## config.mk

```make
export PLATFORM = sky130hd
export DESIGN_NAME = cpms_top
export DESIGN_NICKNAME = d
export VERILOG_FILES = /design/src/hw/cpms_pkg.sv /design/src/hw/cpms_sync.sv /design/src/hw/cpms_top.sv
export SDC_FILE = /design/constraint.sdc
export NUM_CORES = 1
export LEC_CHECK = 0
export BUFFER_PORTS_ARGS = -buffer_cell sky130_fd_sc_hd__buf_2
export CAP_MARGIN = 20
export CELL_PAD_IN_SITES_DETAIL_PLACEMENT = 0
export CELL_PAD_IN_SITES_GLOBAL_PLACEMENT = 1
export CORE_UTILIZATION = 49
export CTS_BUF_LIST = sky130_fd_sc_hd__clkbuf_4 sky130_fd_sc_hd__clkbuf_8
export CTS_CLUSTER_SIZE = 40
export DETAILED_ROUTE_END_ITERATION = 16
export PLACE_DENSITY_LB_ADDON = 0.1
export SLEW_MARGIN = 10
export SYNTH_ARGS = -nofsm -noshare
export SYNTH_HDL_FRONTEND = slang
export SYNTH_SLANG_ARGS = --single-unit
```

## constraint.sdc

```tcl
create_clock -name clk_i -period 4.8 [get_ports clk_i]
set_clock_uncertainty 0.15 [all_clocks]
set_input_delay 0 -clock clk_i [delete_from_list [all_inputs] [get_ports clk_i]]
set_output_delay 0 -clock clk_i [all_outputs]
set_load 0.02 [all_outputs]
```

## src/hw/cpms_pkg.sv

```systemverilog
// Package with register map, field positions, states and timing constants.
// Operation
// - Low for the least low time, then high for the least high time starts tuning.
// - Request held high at power-on withholds power-on tuning until cycled low-high.
// - Extended control ORs the request pin with control bit 15; both low first.
// - Delay select high gives the long power-on wait, low the short one.
// - Tune-in-progress is high exactly while a tuning sequence runs.
// - Phase select low gives 0 degree data phase, high gives 90 degree phase.
// - Phase select only acts in 1:2 demux mode, nondemux select low.
// - Extended control takes phase from control bit 14, default 0 degrees.
// - Pin control: interleave high samples input I on both channels, else independent.
// - Extended control takes interleaving from control bit 7, default independent.
// - Enable low opens the register port; the phase, interleave and range pins lose effect.
// - Enable high closes the register port and holds registers at defaults.
// - Pin control: range pin low gives low range, high gives high, both channels.
// - Extended control: I range from register 3h, Q range from register Bh.
// - Nondemux select high gives 1:1 output, low 1:2, pin only always.
// - Serial select high keeps the serial output released.
package cpms_pkg;

   localparam int unsigned CLK_PERIOD_PS = 4000;
   localparam int unsigned T_TUNE_LOW_NS = 100;
   localparam int unsigned T_TUNE_HIGH_NS = 100;
   localparam int unsigned TUNE_LOW_CYC =
      (T_TUNE_LOW_NS * 1000 + CLK_PERIOD_PS - 1) / CLK_PERIOD_PS;
   localparam int unsigned TUNE_HIGH_CYC =
      (T_TUNE_HIGH_NS * 1000 + CLK_PERIOD_PS - 1) / CLK_PERIOD_PS;
   localparam int unsigned POR_SHORT_CYC_DEF = 32768;
   localparam int unsigned POR_LONG_CYC_DEF = 1048576;
   localparam int unsigned TUNE_RUN_CYC_DEF = 65536;

   localparam int unsigned CNT_W = 24;
   localparam logic [CNT_W-1:0] TUNE_LOW_LAST = CNT_W'(TUNE_LOW_CYC - 1);
   localparam logic [CNT_W-1:0] TUNE_HIGH_LAST = CNT_W'(TUNE_HIGH_CYC - 1);
   localparam logic [CNT_W-1:0] STARTUP_LAST = 24'h000003;

   localparam int unsigned AXI_AW = 8;
   localparam logic [7:0] CTRL_IDX = 8'h00;
   localparam logic [7:0] RANGE_I_IDX = 8'h03;
   localparam logic [7:0] RANGE_Q_IDX = 8'h0B;
   localparam logic [7:0] STATUS_IDX = 8'h10;
   localparam logic [1:0] RESP_OKAY = 2'h0;
   localparam logic [1:0] RESP_SLVERR = 2'h2;

   localparam int unsigned TUNE_BIT = 15;
   localparam int unsigned PHASE_BIT = 14;
   localparam int unsigned ILV_BIT = 7;
   localparam logic [31:0] CTRL_WMASK = 32'h0000C080;
   localparam logic [31:0] CTRL_RST = 32'h00000000;

   localparam int unsigned RANGE_W = 4;
   localparam logic [RANGE_W-1:0] RANGE_MIN = 4'h0;
   localparam logic [RANGE_W-1:0] RANGE_MID = 4'h8;
   localparam logic [RANGE_W-1:0] RANGE_RST = 4'h8;

   localparam int unsigned ST_TIP_POS = 0;
   localparam int unsigned ST_ECM_POS = 1;
   localparam int unsigned ST_PH_POS = 2;
   localparam int unsigned ST_DMX_POS = 3;
   localparam int unsigned ST_ILV_POS = 4;
   localparam int unsigned ST_INH_POS = 5;
   localparam int unsigned ST_RI_POS = 8;
   localparam int unsigned ST_RQ_POS = 12;

   localparam int unsigned PIN_N = 8;
   localparam int unsigned PIN_TUNE = 0;
   localparam int unsigned PIN_DLY = 1;
   localparam int unsigned PIN_PHASE = 2;
   localparam int unsigned PIN_ILV = 3;
   localparam int unsigned PIN_ECE_N = 4;
   localparam int unsigned PIN_RANGE = 5;
   localparam int unsigned PIN_NDM = 6;
   localparam int unsigned PIN_SCS_N = 7;

   typedef enum logic [2:0]
   {
      ST_START    = 3'h0,
      ST_POR_WAIT = 3'h1,
      ST_RUN      = 3'h3,
      ST_READY    = 3'h2,
      ST_INHIBIT  = 3'h6
   } cpms_state_t;

   typedef enum logic [2:0]
   {
      SEL_CTRL   = 3'h0,
      SEL_RANGEI = 3'h1,
      SEL_RANGEQ = 3'h2,
      SEL_STATUS = 3'h3,
      SEL_NONE   = 3'h4
   } cpms_sel_t;

endpackage

```

## src/hw/cpms_sync.sv

```systemverilog
// Two flip-flop synchroniser for a vector of asynchronous pins.
`timescale 1ns/1ps
module cpms_sync
#(
   parameter int unsigned WIDTH = 8
)
(
   input  wire logic             clk_i,
   input  wire logic             rstn_i,
   input  wire logic [WIDTH-1:0] d_i,
   output logic      [WIDTH-1:0] q_o
);

   logic [WIDTH-1:0] meta_reg;

   always_ff @(posedge clk_i or negedge rstn_i)
   begin
      if (!rstn_i)
      begin
         meta_reg <= '0;
         q_o      <= '0;
      end
      else
      begin
         meta_reg <= d_i;
         q_o      <= meta_reg;
      end
   end

endmodule

```

## src/hw/cpms_top.sv

```systemverilog
// Control pin and mode select logic with an AXI4-Lite register port.
`timescale 1ns/1ps
module cpms_top
#(
   parameter int unsigned POR_SHORT_CYC = cpms_pkg::POR_SHORT_CYC_DEF,
   parameter int unsigned POR_LONG_CYC  = cpms_pkg::POR_LONG_CYC_DEF,
   parameter int unsigned TUNE_RUN_CYC  = cpms_pkg::TUNE_RUN_CYC_DEF
)
(
   input  wire logic                            clk_i,
   input  wire logic                            rstn_i,
   input  wire logic [cpms_pkg::AXI_AW-1:0]     s_axi_awaddr_i,
   input  wire logic                            s_axi_awvalid_i,
   output logic                                 s_axi_awready_o,
   input  wire logic [31:0]                     s_axi_wdata_i,
   input  wire logic [3:0]                      s_axi_wstrb_i,
   input  wire logic                            s_axi_wvalid_i,
   output logic                                 s_axi_wready_o,
   output logic [1:0]                           s_axi_bresp_o,
   output logic                                 s_axi_bvalid_o,
   input  wire logic                            s_axi_bready_i,
   input  wire logic [cpms_pkg::AXI_AW-1:0]     s_axi_araddr_i,
   input  wire logic                            s_axi_arvalid_i,
   output logic                                 s_axi_arready_o,
   output logic [31:0]                          s_axi_rdata_o,
   output logic [1:0]                           s_axi_rresp_o,
   output logic                                 s_axi_rvalid_o,
   input  wire logic                            s_axi_rready_i,
   input  wire logic                            self_tune_request_i,
   input  wire logic                            power_on_tune_delay_sel_i,
   input  wire logic                            output_phase_select_i,
   input  wire logic                            interleaved_sampling_select_i,
   input  wire logic                            extended_ctrl_enable_n_i,
   input  wire logic                            input_range_select_i,
   input  wire logic                            nondemux_select_i,
   input  wire logic                            serial_select_n_i,
   output logic                                 tune_in_progress_o,
   output logic                                 extended_control_mode_o,
   output logic                                 phase_90_o,
   output logic                                 demux_1to2_o,
   output logic                                 interleave_o,
   output logic [cpms_pkg::RANGE_W-1:0]         range_i_o,
   output logic [cpms_pkg::RANGE_W-1:0]         range_q_o,
   output logic                                 serial_out_o,
   output logic                                 serial_out_oe_o
);
   import cpms_pkg::*;

   localparam logic [CNT_W-1:0] POR_SHORT_LAST = CNT_W'(POR_SHORT_CYC - 1);
   localparam logic [CNT_W-1:0] POR_LONG_LAST  = CNT_W'(POR_LONG_CYC - 1);
   localparam logic [CNT_W-1:0] RUN_LAST       = CNT_W'(TUNE_RUN_CYC - 1);

   logic [PIN_N-1:0]   pins_async;
   logic [PIN_N-1:0]   pins_s;
   logic               extended_control_mode;
   logic               tune_src;
   logic [31:0]        ctrl_reg;
   logic [RANGE_W-1:0] range_i_reg;
   logic [RANGE_W-1:0] range_q_reg;
   logic [AXI_AW-1:0]  awaddr_reg;
   logic [31:0]        wdata_reg;
   logic [3:0]         wstrb_reg;
   logic               write_fire;
   cpms_sel_t          wsel;
   logic [CNT_W-1:0]   lo_cnt_reg;
   logic [CNT_W-1:0]   hi_cnt_reg;
   logic               armed_reg;
   logic               tune_req_reg;
   cpms_state_t        st_reg;
   cpms_state_t        st_next;
   logic [CNT_W-1:0]   cnt_reg;

   function automatic cpms_sel_t decode(input logic [AXI_AW-1:0] addr);
      cpms_sel_t sel;
      sel = SEL_NONE;
      if (addr[1:0] == 2'h0)
      begin
         case (addr[AXI_AW-1:2])
            CTRL_IDX[AXI_AW-3:0]:    sel = SEL_CTRL;
            RANGE_I_IDX[AXI_AW-3:0]: sel = SEL_RANGEI;
            RANGE_Q_IDX[AXI_AW-3:0]: sel = SEL_RANGEQ;
            STATUS_IDX[AXI_AW-3:0]:  sel = SEL_STATUS;
            default:                 sel = SEL_NONE;
         endcase
      end
      return sel;
   endfunction

   function automatic logic [31:0] merge(input logic [31:0] old_v,
                                         input logic [31:0] new_v,
                                         input logic [3:0]  strb);
      logic [31:0] res;
      res = old_v;
      for (int b = 0; b < 4; b++)
      begin
         if (strb[b])
         begin
            res[b*8 +: 8] = new_v[b*8 +: 8];
         end
      end
      return res;
   endfunction

   // Every pin is asynchronous to clk_i and passes two flip-flops first.
   always_comb
   begin
      pins_async            = '0;
      pins_async[PIN_TUNE]  = self_tune_request_i;
      pins_async[PIN_DLY]   = power_on_tune_delay_sel_i;
      pins_async[PIN_PHASE] = output_phase_select_i;
      pins_async[PIN_ILV]   = interleaved_sampling_select_i;
      // The enable is stored inverted so that the reset value means pins.
      pins_async[PIN_ECE_N] = !extended_ctrl_enable_n_i;
      pins_async[PIN_RANGE] = input_range_select_i;
      pins_async[PIN_NDM]   = nondemux_select_i;
      pins_async[PIN_SCS_N] = serial_select_n_i;
   end

   cpms_sync
   #(
      .WIDTH (PIN_N)
   )
   u_sync
   (
      .clk_i  (clk_i),
      .rstn_i (rstn_i),
      .d_i    (pins_async),
      .q_o    (pins_s)
   );

   assign extended_control_mode        = pins_s[PIN_ECE_N];
   assign tune_src   = pins_s[PIN_TUNE] | (extended_control_mode & ctrl_reg[TUNE_BIT]);
   assign write_fire = !s_axi_awready_o && !s_axi_wready_o && !s_axi_bvalid_o;
   assign wsel       = decode(awaddr_reg);

   // Write channel: address and data are held until both are present.
   always_ff @(posedge clk_i or negedge rstn_i)
   begin
      if (!rstn_i)
      begin
         s_axi_awready_o <= 1'h1;
         s_axi_wready_o  <= 1'h1;
         s_axi_bvalid_o  <= 1'h0;
         s_axi_bresp_o   <= RESP_OKAY;
         awaddr_reg      <= '0;
         wdata_reg       <= '0;
         wstrb_reg       <= '0;
      end
      else
      begin
         if (s_axi_awvalid_i && s_axi_awready_o)
         begin
            s_axi_awready_o <= 1'h0;
            awaddr_reg      <= s_axi_awaddr_i;
         end
         if (s_axi_wvalid_i && s_axi_wready_o)
         begin
            s_axi_wready_o <= 1'h0;
            wdata_reg      <= s_axi_wdata_i;
            wstrb_reg      <= s_axi_wstrb_i;
         end
         if (write_fire)
         begin
            s_axi_bvalid_o <= 1'h1;
            s_axi_bresp_o  <= (wsel == SEL_NONE) ? RESP_SLVERR : RESP_OKAY;
         end
         else if (s_axi_bvalid_o && s_axi_bready_i)
         begin
            s_axi_bvalid_o  <= 1'h0;
            s_axi_awready_o <= 1'h1;
            s_axi_wready_o  <= 1'h1;
         end
      end
   end

   // Registers stay at their defaults while extended control is off.
   always_ff @(posedge clk_i or negedge rstn_i)
   begin
      if (!rstn_i)
      begin
         ctrl_reg    <= CTRL_RST;
         range_i_reg <= RANGE_RST;
         range_q_reg <= RANGE_RST;
      end
      else if (!extended_control_mode)
      begin
         ctrl_reg    <= CTRL_RST;
         range_i_reg <= RANGE_RST;
         range_q_reg <= RANGE_RST;
      end
      else if (write_fire)
      begin
         case (wsel)
            SEL_CTRL:
            begin
               ctrl_reg <= merge(ctrl_reg, wdata_reg, wstrb_reg) & CTRL_WMASK;
            end
            SEL_RANGEI:
            begin
               range_i_reg <= wstrb_reg[0] ? wdata_reg[RANGE_W-1:0]
                                           : range_i_reg;
            end
            SEL_RANGEQ:
            begin
               range_q_reg <= wstrb_reg[0] ? wdata_reg[RANGE_W-1:0]
                                           : range_q_reg;
            end
            default:
            begin
               ctrl_reg <= ctrl_reg;
            end
         endcase
      end
   end

   // Read channel: data follow one cycle after the address is taken.
   always_ff @(posedge clk_i or negedge rstn_i)
   begin
      if (!rstn_i)
      begin
         s_axi_arready_o <= 1'h1;
         s_axi_rvalid_o  <= 1'h0;
         s_axi_rdata_o   <= '0;
         s_axi_rresp_o   <= RESP_OKAY;
      end
      else if (s_axi_arvalid_i && s_axi_arready_o)
      begin
         s_axi_arready_o <= 1'h0;
         s_axi_rvalid_o  <= 1'h1;
         s_axi_rresp_o   <= RESP_OKAY;
         s_axi_rdata_o   <= '0;
         case (decode(s_axi_araddr_i))
            SEL_CTRL:   s_axi_rdata_o <= ctrl_reg;
            SEL_RANGEI: s_axi_rdata_o[RANGE_W-1:0] <= range_i_reg;
            SEL_RANGEQ: s_axi_rdata_o[RANGE_W-1:0] <= range_q_reg;
            SEL_STATUS:
            begin
               s_axi_rdata_o[ST_TIP_POS] <= tune_in_progress_o;
               s_axi_rdata_o[ST_ECM_POS] <= extended_control_mode_o;
               s_axi_rdata_o[ST_PH_POS]  <= phase_90_o;
               s_axi_rdata_o[ST_DMX_POS] <= demux_1to2_o;
               s_axi_rdata_o[ST_ILV_POS] <= interleave_o;
               s_axi_rdata_o[ST_INH_POS] <= (st_reg == ST_INHIBIT);
               s_axi_rdata_o[ST_RI_POS +: RANGE_W] <= range_i_o;
               s_axi_rdata_o[ST_RQ_POS +: RANGE_W] <= range_q_o;
            end
            default:    s_axi_rresp_o <= RESP_SLVERR;
         endcase
      end
      else if (s_axi_rvalid_o && s_axi_rready_i)
      begin
         s_axi_rvalid_o  <= 1'h0;
         s_axi_arready_o <= 1'h1;
      end
   end

   // Request detector: a long enough low arms it, a long enough high fires.
   always_ff @(posedge clk_i or negedge rstn_i)
   begin
      if (!rstn_i)
      begin
         lo_cnt_reg   <= '0;
         hi_cnt_reg   <= '0;
         armed_reg    <= 1'h0;
         tune_req_reg <= 1'h0;
      end
      else
      begin
         tune_req_reg <= 1'h0;
         if (!tune_src)
         begin
            hi_cnt_reg <= '0;
            if (lo_cnt_reg == TUNE_LOW_LAST)
            begin
               armed_reg <= 1'h1;
            end
            else
            begin
               lo_cnt_reg <= lo_cnt_reg + 1'h1;
            end
         end
         else
         begin
            lo_cnt_reg <= '0;
            if (armed_reg)
            begin
               if (hi_cnt_reg == TUNE_HIGH_LAST)
               begin
                  tune_req_reg <= 1'h1;
                  armed_reg    <= 1'h0;
                  hi_cnt_reg   <= '0;
               end
               else
               begin
                  hi_cnt_reg <= hi_cnt_reg + 1'h1;
               end
            end
         end
      end
   end

   always_comb
   begin
      st_next = st_reg;
      case (st_reg)
         ST_START:
         begin
            if (cnt_reg == STARTUP_LAST)
            begin
               st_next = pins_s[PIN_TUNE] ? ST_INHIBIT : ST_POR_WAIT;
            end
         end
         ST_POR_WAIT:
         begin
            if (tune_req_reg || cnt_reg == '0)
            begin
               st_next = ST_RUN;
            end
         end
         ST_RUN:
         begin
            if (cnt_reg == '0)
            begin
               st_next = ST_READY;
            end
         end
         ST_READY, ST_INHIBIT:
         begin
            if (tune_req_reg)
            begin
               st_next = ST_RUN;
            end
         end
         default: st_next = ST_START;
      endcase
   end

   // Tuning sequencer with one shared wait counter.
   always_ff @(posedge clk_i or negedge rstn_i)
   begin
      if (!rstn_i)
      begin
         st_reg             <= ST_START;
         cnt_reg            <= '0;
         tune_in_progress_o <= 1'h0;
      end
      else
      begin
         st_reg             <= st_next;
         tune_in_progress_o <= (st_next == ST_RUN);
         if (st_next == ST_RUN && st_reg != ST_RUN)
         begin
            cnt_reg <= RUN_LAST;
         end
         else if (st_next == ST_POR_WAIT && st_reg == ST_START)
         begin
            cnt_reg <= pins_s[PIN_DLY] ? POR_LONG_LAST : POR_SHORT_LAST;
         end
         else if (st_reg == ST_START)
         begin
            cnt_reg <= cnt_reg + 1'h1;
         end
         else if (cnt_reg != '0)
         begin
            cnt_reg <= cnt_reg - 1'h1;
         end
      end
   end

   // Effective mode outputs; in extended control registers replace the phase, interleave and range pins.
   always_ff @(posedge clk_i or negedge rstn_i)
   begin
      if (!rstn_i)
      begin
         extended_control_mode_o <= 1'h0;
         phase_90_o              <= 1'h0;
         demux_1to2_o            <= 1'h0;
         interleave_o            <= 1'h0;
         range_i_o               <= RANGE_MIN;
         range_q_o               <= RANGE_MIN;
         serial_out_o            <= 1'h0;
         serial_out_oe_o         <= 1'h0;
      end
      else
      begin
         extended_control_mode_o <= extended_control_mode;
         phase_90_o <= !pins_s[PIN_NDM] &&
                       (extended_control_mode ? ctrl_reg[PHASE_BIT]
                            : pins_s[PIN_PHASE]);
         demux_1to2_o <= !pins_s[PIN_NDM];
         interleave_o <= extended_control_mode ? ctrl_reg[ILV_BIT]
                             : pins_s[PIN_ILV];
         if (extended_control_mode)
         begin
            range_i_o <= range_i_reg;
            range_q_o <= range_q_reg;
         end
         else
         begin
            range_i_o <= pins_s[PIN_RANGE] ? RANGE_MID : RANGE_MIN;
            range_q_o <= pins_s[PIN_RANGE] ? RANGE_MID : RANGE_MIN;
         end
         serial_out_o    <= 1'h0;
         serial_out_oe_o <= extended_control_mode && !pins_s[PIN_SCS_N];
      end
   end
endmodule

```

# == Word level (Yosys, flattened, before mapping) ==
# Cells that the tools add are included.
# classes
n_reduce_logical,38
add_sub_neg,4
mux,64
n_eq_ne,30
bitwise,2
# op_table
operator,count
two-way mux 24 bit,9
two-way mux 32 bit,3
"adder 24 x 1 -> 24 bit, second input constant",3
"equality test 24 x 5 -> 1 bit, second input constant",2
two-way mux 4 bit,10
one-hot mux 3 bit (4 select lines),3
"equality test 24 x 2 -> 1 bit, second input constant",1
logical NOT 24 bit,1
two-way mux 3 bit,8
nonzero test 24 bit,1
"subtractor 24 x 1 -> 24 bit, second input constant",1
two-way mux 1 bit,21
two-way mux 20 bit,1
"equality test 3 x 2 -> 1 bit, second input constant",6
two-way mux 16 bit,1
two-way mux 8 bit,2
one-hot mux 4 bit (4 select lines),1
one-hot mux 8 bit (2 select lines),1
"inequality test 2 bit, second input constant",7
"equality test 3 x 1 -> 1 bit, second input constant",4
"equality test 6 x 2 -> 1 bit, second input constant",2
"equality test 6 x 4 -> 1 bit, second input constant",2
"equality test 6 x 5 -> 1 bit, second input constant",2
logical NOT 6 bit,2
other kinds (18),44
# word_totals
ff_bits,214

# == Depth between registers and ports, before layout ==
# Gate-level depths: netlist (run 1).
# depth
word_depth,8
ltp_mapped,10
mapped_depth_nobuf,10

# == Modules after synthesis ==
# A second synthesis (run 1) with hierarchy kept.
# hier_totals
cells_unflattened,822
hier_area_um2,8127.8
# by_module_without_submodules
module,instances,seq_area_each_um2,cells_per_inst,area_per_inst_um2
cpms_top,1,3534.6,806,7727.4
cpms_sync,1,400.4,16,400.4

# == Worst setup path before layout (run 1) ==
# No wires, ideal clock.
# synth_path
kind,register to register
start,register st_reg[2]
end,register cnt_reg[17]
path_stages_with_launch,11
t_arrival_ns,3.006
required_time_ns,4.523
setup_slack_ns,1.517
setup_time_ns,0.127
cell_sequence,dfrtp_1 -> nor3_1 -> inv_1 -> ha_1 -> a211oi_1 -> o211ai_1 -> a221oi_1 -> o21ai_1 -> a311oi_1 -> xor2_1 -> o21ai_1
# synth_between
elab_chain_len,7
# synth_rtl
element,line,rtl
from (decl),cpms_top.sv:69,cpms_state_t st_reg;
from (signal assigned),cpms_top.sv:349,st_reg <= st_next;
equality test 3 bit / equality test 3 x 2 -> 1 bit (equally long branches),cpms_top.sv:305,case (st_reg)
OR reduction 2 bit,cpms_top.sv:305,
one-hot mux 3 bit (4 select lines),cpms_top.sv:305,
equality test 3 x 1 -> 1 bit,cpms_top.sv:355,else if (st_next == ST_POR_WAIT && st_reg == ST_START)
logical AND 1 bit,cpms_top.sv:355,
two-way mux 24 bit,cpms_top.sv:355,
two-way mux 24 bit,cpms_top.sv:351,if (st_next == ST_RUN && st_reg != ST_RUN)
to (signal assigned),cpms_top.sv:357,cnt_reg <= pins_s[PIN_DLY] ? POR_LONG_LAST : POR_SHORT_LAST;
to (signal assigned),cpms_top.sv:361,cnt_reg <= cnt_reg + 1'h1;
to (signal assigned),cpms_top.sv:365,cnt_reg <= cnt_reg - 1'h1;
to (decl),cpms_top.sv:71,logic [CNT_W-1:0] cnt_reg;
# Parallel ways exist; a longest one is shown, timed or not.
# A chain may end at the register's enable or synchronous reset.

# == Worst setup path after layout (run 1) ==
# Ends and elaborated chain as after synthesis.

==> results of run 1 <==
-- worst paths after layout --
check / start / to / slack (ns)
worst max-delay path: st_reg[2] / cnt_reg[17] / 0.82
worst min-delay path: output_phase_select_i / u_sync.meta_reg[2] / 0.04
worst max register to register: st_reg[2] / cnt_reg[17] / 0.82
worst min register to register: u_sync.meta_reg[4] / u_sync.q_o[4] / 0.21
max in group asynchronous: rstn_i / tune_in_progress_o / 3.12
min in group asynchronous: rstn_i / s_axi_rvalid_o / 0.07
-- Yosys cell counts, types with 3 or more instances --
library cell / number / area [um2]
dfstp_2: 5 / 131.4
mux2i_1: 20 / 200.2
buf_6: 4 / 45.04
nor2b_1: 23 / 143.9
o211ai_1: 5 / 37.54
or4_1: 4 / 30.03
o21a_1: 4 / 30.03
buf_2: 4 / 20.02
and3_1: 14 / 87.58
nand3_1: 25 / 125.1
inv_1: 23 / 86.33
nand2b_1: 7 / 43.79
nor3_2: 3 / 30.03
a21o_1: 10 / 75.07
a21oi_1: 42 / 210.2
mux2_2: 18 / 202.7
or3_1: 9 / 56.30
a211oi_1: 5 / 37.54
o21ai_1: 58 / 290.3
and2_1: 13 / 81.33
nor4_1: 15 / 93.84
nor3_1: 16 / 80.08
buf_4: 20 / 150.1
clkbuf_1: 15 / 56.30
xnor2_1: 17 / 148.9
xor2_1: 23 / 201.4
o21bai_1: 4 / 30.03
nand2_1: 77 / 289.0
ha_1: 26 / 325.3
o31ai_1: 12 / 90.09
nor3b_1: 3 / 22.52
nor2_1: 62 / 232.7
dfrtp_1: 152 / 3804
and4_1: 3 / 26.28
o21ai_0: 11 / 55.05
nand4_1: 14 / 87.58
a22o_1: 4 / 35.03
a31oi_1: 7 / 43.79
-- final cells by class --
class                           count  area, um2  area share [%]
Multi-Input combinational cell    603       3817           40.90
Clock inverter                     12      161.4           1.729
Timing Repair Buffer              117      799.5           8.567
Tap cell                          216      270.3           2.896
Clock buffer                       20      262.8           2.815
Sequential cell                   157       3935           42.16
Inverter                           23      86.33          0.9251
-- through the flow --
step | area [um2] | power (mW) | setup slack (ns) | utilization (%) | hold WS, ns
2_1_floorplan | 8108 | 2.841 | 1.517 | - | -0.4456
3_3_place_gp | 8498 | 3.107 | 0.8867 | 53.30 | -0.04142
3_5_place_dp | 8498 | 3.149 | 0.8317 | 53.30 | -0.04067
4_1_cts | 9333 | 4.258 | 0.7891 | 58.54 | 0.01008
5_1_grt | 9333 | 4.512 | 0.4410 | 58.54 | 0.009168
6_report | 9333 | 4.229 | 0.8180 | 58.54 | 0.03694
-- layout by cell type (no fill, tap or decap), drive strengths merged, types with 14 or more instances in the layout --
| cell | instances |
|---|---|
| conb | 20 |
| inv | 26 |
| nand2 | 77 |
| xor2 | 23 |
| dlygate4sd3 | 41 |
| nand4 | 14 |
| nor3 | 20 |
| nand3 | 25 |
| ha | 26 |
| nor4 | 15 |
| buf | 76 |
| mux2 | 18 |
| nor2b | 23 |
| and3 | 14 |
| dfrtp | 152 |
| clkbuf | 20 |
| a21oi | 42 |
| nor2 | 62 |
| o21ai | 69 |
| mux2i | 20 |
| xnor2 | 17 |
-- power groups by stage --
stage / combinational (mW) / sequential, mW / clock, mW
after CTS: 1.45 / 1.72 / 1.09
after floorplan: 1.12 / 1.72 / 0
after detailed placement: 1.40 / 1.75 / 0
after global placement: 1.37 / 1.74 / 0
final: 1.45 / 1.72 / 1.05
after global routing: 1.63 / 1.75 / 1.14
-- metal layers --
| metal | global-route usage, % | vias up |
|---|---|---|
| met4 | 6.293 | 0 |
| met2 | 34.14 | 117 |
| met3 | 4.879 | 19 |
| met5 | 0 | - |
| li1 | - | 3053 |
| met1 | 28.71 | 3004 |
-- cells by family after synthesis --
family                     synth area share (%)
buffers and inverters                     4.453
muxes                                     5.013
and+or+nand+nor                           19.29
xor gates and xnor gates                  4.359
other                                   0.04666
adders and majority gates                 4.297
AOI/OAI and AO/OA                         13.58
DFF                                       48.96
-- timing repair --
action / CTS / global route
gates resized for setup: 0 / 0
endpoints found under the hold margin: 143 / 0
hold buffers: 41 / 0
==> run_results.csv, run 1 <==
group,metric,value,unit
outcome,status,"finished, final reports clean",
clock_network,clockBufferDepth,2,
global_route,grtUsageTotal,21.24,%
drt,wirelength,16830,um
drt,ant_nets,0,
clock_network,htree_num_levels,4,
floorplanning,die_x,130.1,um
run,drv_cap,0,
final_layout,diodes,0,
drt,drt_iter0_drc,441,
drt,first_pass_iters,5,
critical_path,endpoint_kind,"flop",
floorplanning,rows,46,
final_layout,syn_to_final_growth,16.13,%
critical_path,path_delay_family,"compound AO/OA/AOI/OAI gates",
drt,route.met3.wl,522,um
placed_design,io_buffers,75,
sta,setup_violations,0,
pwr,power_frac_clock,24.9,%
sta,rsz0062_at_grt,"false",
sta,worst_slew_pin_slew,1.105,ns
sta,period_share,82.96,%
floorplanning,num_io_pins,123,
global_route,grt_pass1_vias,5924,
clock_network,post-cts-setup-buffer-count,0,
critical_path,cp.depth,10,
critical_path,worstSetupStartpointType,"flop",
drt,route.met2.wl,8072,um
global_route,grt_first_pass_wirelength,28220,um
sta,maxSlewHeadroom,25.96,%
sta,slew_viol_final,0,
clock_network,clock_latency,0.45,ns
drt,wl_per_cell,14.66,um
placed_design,dp_cells,1075,
synth,synthCells,807,
clock_network,cts_tree,"done",
pwr,p_comb_share,34.3,%
synth,async_flop_share,100.0,%
global_route,grt_max_degree,105,
critical_path,cp_data_required_time,4.98,ns
hold_path,hold_depth,2,
sta,fmax,251.1,MHz
final_layout,drive_above_1_share,15.24,%
drt,top_layer,"met4",
synth,synth_edf_count,0,
synth,synth_flop_cell,"dfrtp_1",
synth,synth_area_per_cell,9.958,um2
sta,tns,0,ns
pwr,switchingPower,1.464,mW
global_route,antenna_found_initial,0,
floorplanning,dieHeight,130.1,um
drt,drt-met1-wl,8047,um
synth,yosysWarnings,0,
final_layout,fin_nets,1013,
critical_path,cp_cell_sequence,"nor3_1 > inv_1 > ha_1 > a211oi_1 > o211ai_1 > a221oi_1 > o21ai_1 > a311oi_1 > xor2_1 > o21ai_1",
drt,num_vias,6193,
clock_network,cts-root-buf,"clkbuf_8",
hold_path,hp-class,"in -> reg",
critical_path,critPathMaxFanout,24,
drt,viasPerCell,5.395,
placed_design,dp.final_hpwl,11330,um
synth,synth-seq-cells,157,
synth,yosys.cell_types.count,62,
pwr,power_density,453.1,nW/um2
critical_path,worstRegToRegCells,10,
critical_path,critPathSlowestCell,"inv_1",
critical_path,slowest_delay,0.52,ns
critical_path,critPathMostFrequentCell,"o21ai_1",
critical_path,critPathBufInv,1,
placed_design,gp_congestion,0.8505,
floorplanning,start_util,50.41,%
floorplanning,core_area,15940,um2
pwr,p_int,2.765,mW
clock_network,cts_buffers,17,
clock_network,clock_sinks,157,
global_route,grt-ovfl-total,0,
pwr,swShare,34.62,%
drt,route.detailed.drc,0,
final_layout,stdcell_count,1148,
pwr,vdd_ir_drop_max,0.2289,mV
floorplanning,die-area,16920,um2
pwr,p_leak,4.319,nW
synth,syn-cell-area,8036,um2
sta,period_needed,3.982,ns
clock_network,path_clk_slew,0.09,ns
critical_path,critPathArrivalTime,4.16,ns
critical_path,worstSetupPathType,"reg -> reg",
sta,finalHoldViolations,0,
pwr,pwr-share-seq,40.7,%
final_layout,fillers,1399,
synth,synth-seq-area-share,48.96,%
Power figures use the tool's default switching activity.
==> run 2, diff against run 1 <==
- CORE_UTILIZATION: 49 -> 41
- clock period: 4.8 -> 3.3 ns (I/O delays scaled with it)
==> run_results.csv, run 2 (synthesized netlist as in run 1, its figures left out) <==
group,metric,value,unit
sta,slew_viol_final,0,
sta,finalHoldViolations,0,
floorplanning,core_area,18960,um2
global_route,grt_max_degree,45,
sta,maxSlewHeadroom,43.83,%
global_route,grtUsageTotal,19.08,%
floorplanning,rows,50,
sta,setup_violations,0,
global_route,grt-ovfl-total,0,
global_route,grt_first_pass_wirelength,30640,um
critical_path,critPathArrivalTime,3.25,ns
pwr,vdd_ir_drop_max,0.2884,mV
critical_path,worstSetupStartpointType,"flop",
clock_network,post-cts-setup-buffer-count,0,
final_layout,drive_above_1_share,17.19,%
clock_network,clock_latency,0.44,ns
sta,period_share,91.96,%
drt,first_pass_iters,4,
final_layout,multi_input_area,3836,um2
critical_path,critPathMaxFanout,21,
clock_network,cts_buffers,17,
final_layout,fin_nets,1030,
floorplanning,start_util,42.40,%
drt,ant_nets,0,
floorplanning,num_io_pins,123,
drt,viasPerCell,5.156,
drt,drt_iter0_drc,294,
final_layout,post-route-util,50.52,%
clock_network,path_clk_slew,0.09,ns
clock_network,cts_tree,"done",
final_layout,syn_to_final_growth,19.17,%
drt,wl_per_cell,14.90,um
global_route,antenna_found_initial,0,
sta,worst_slew_pin_slew,0.8369,ns
sta,fmax,329.5,MHz
drt,route.detailed.drc,0,
clock_network,htree_num_levels,4,
drt,wirelength,18000,um
pwr,power_density,660.8,nW/um2
placed_design,gp_congestion,0.8494,
drt,num_vias,6228,
global_route,grt_pass1_vias,6241,
sta,rsz0062_at_grt,"false",
hold_path,hp-class,"in -> reg",
final_layout,fillers,1806,
sta,worst_hold_slack,0.04212,ns
critical_path,worstSetupPathType,"reg -> reg",
floorplanning,die-area,20170,um2
floorplanning,dieHeight,142.0,um
outcome,status,"finished, final reports clean",
clock_network,clockBufferDepth,2,
final_layout,final_cell_mix,"dfrtp_1 (152), nand2_1 (77), buf_2 (74)",
sta,period_needed,3.035,ns
final_layout,regArea,3935,um2
floorplanning,die_x,142.0,um
clock_network,cts-root-buf,"clkbuf_8",
final_layout,diodes,0,
run,drv_cap,0,
clock_network,clock_sinks,157,
placed_design,io_buffers,75,
placed_design,dp.final_hpwl,12510,um
pwr,p_leak,4.429,nW
critical_path,endpoint_kind,"flop",
critical_path,cp_data_required_time,3.51,ns
final_layout,layout_commonest_cell,"dfrtp_1",
-- run 2: where the power goes --
group,internal (mW),switching (mW),leakage (nW)
registers,2.26,0.238,2.02
clock network,0.891,0.710,0.229
logic,1.03,1.19,2.18
total,4.19,2.14,4.43
-- run 2: layout make-up --
type                       instances  share of cell area, %
clock buffer                      21                  2.953
timing repair buffer             134                  9.916
clock inverter                    10                  1.685
multi-input combinational        603                  40.06
tap                              260                  3.397
sequential                       157                  41.09
inverter                          23                 0.9015
-- run 2: worst paths after layout --
kind | startpoint | endpoint | slack, ns | depth (start not counted)
setup / recovery | st_reg[2] | cnt_reg[22] | 0.27 | 11
hold / removal | nondemux_select_i | u_sync.meta_reg[6] | 0.04 | 2
setup reg to reg | st_reg[2] | cnt_reg[22] | 0.27 | 11
hold reg to reg | u_sync.meta_reg[7] | u_sync.q_o[7] | 0.20 | 0
max in group asynchronous | rstn_i | range_i_reg[3] | 1.64 | 4
min in group asynchronous | rstn_i | cnt_reg[7] | 0.47 | 3
-- run 2: worst max-delay path: stages (launching register included) --
cell and delay, ns:
dfrtp_1 0.40, nor3_2 0.24, inv_2 0.11, buf_12 0.17, ha_1 0.34, a21o_1 0.19, a221oi_2 0.31, a211oi_1 0.16
o211ai_1 0.30, a21oi_1 0.10, a211oi_1 0.27, mux2i_1 0.21
-- run 2: through the flow --
stage / setup slack [ns] / cells / power [mW] / setup TNS [ns] / area [um2]
detailed placement: -0.01322 / 1136 / 4.669 / -0.01322 / 8691
CTS: 0.06639 / 1208 / 6.368 / 0 / 9562
global route: 0.001771 / 1208 / 6.777 / 0 / 9577
floorplan: 0.01699 / 826 / 4.132 / 0 / 8108
global placement: 0.06917 / 1136 / 4.622 / 0 / 8691
finish: 0.2652 / 1208 / 6.328 / 0 / 9577
-- run 2: layer usage --
| layer | vias up | share of wire (%) | GRT usage, % |
|---|---|---|---|
| met5 | - | 0 | 0 |
| met3 | 16 | 3.3 | 4.004 |
| li1 | 3093 | - | - |
| met1 | 3009 | 48 | 25.60 |
| met2 | 110 | 47 | 31.53 |
| met4 | 0 | 1.2 | 4.471 |
-- run 2: what timing repair did --
item,in CTS,in global routing
endpoints found under the setup margin,3,6
hold endpoints to repair,127,0
hold buffers,41,0
resized for setup,1,4
pin swaps,0,1
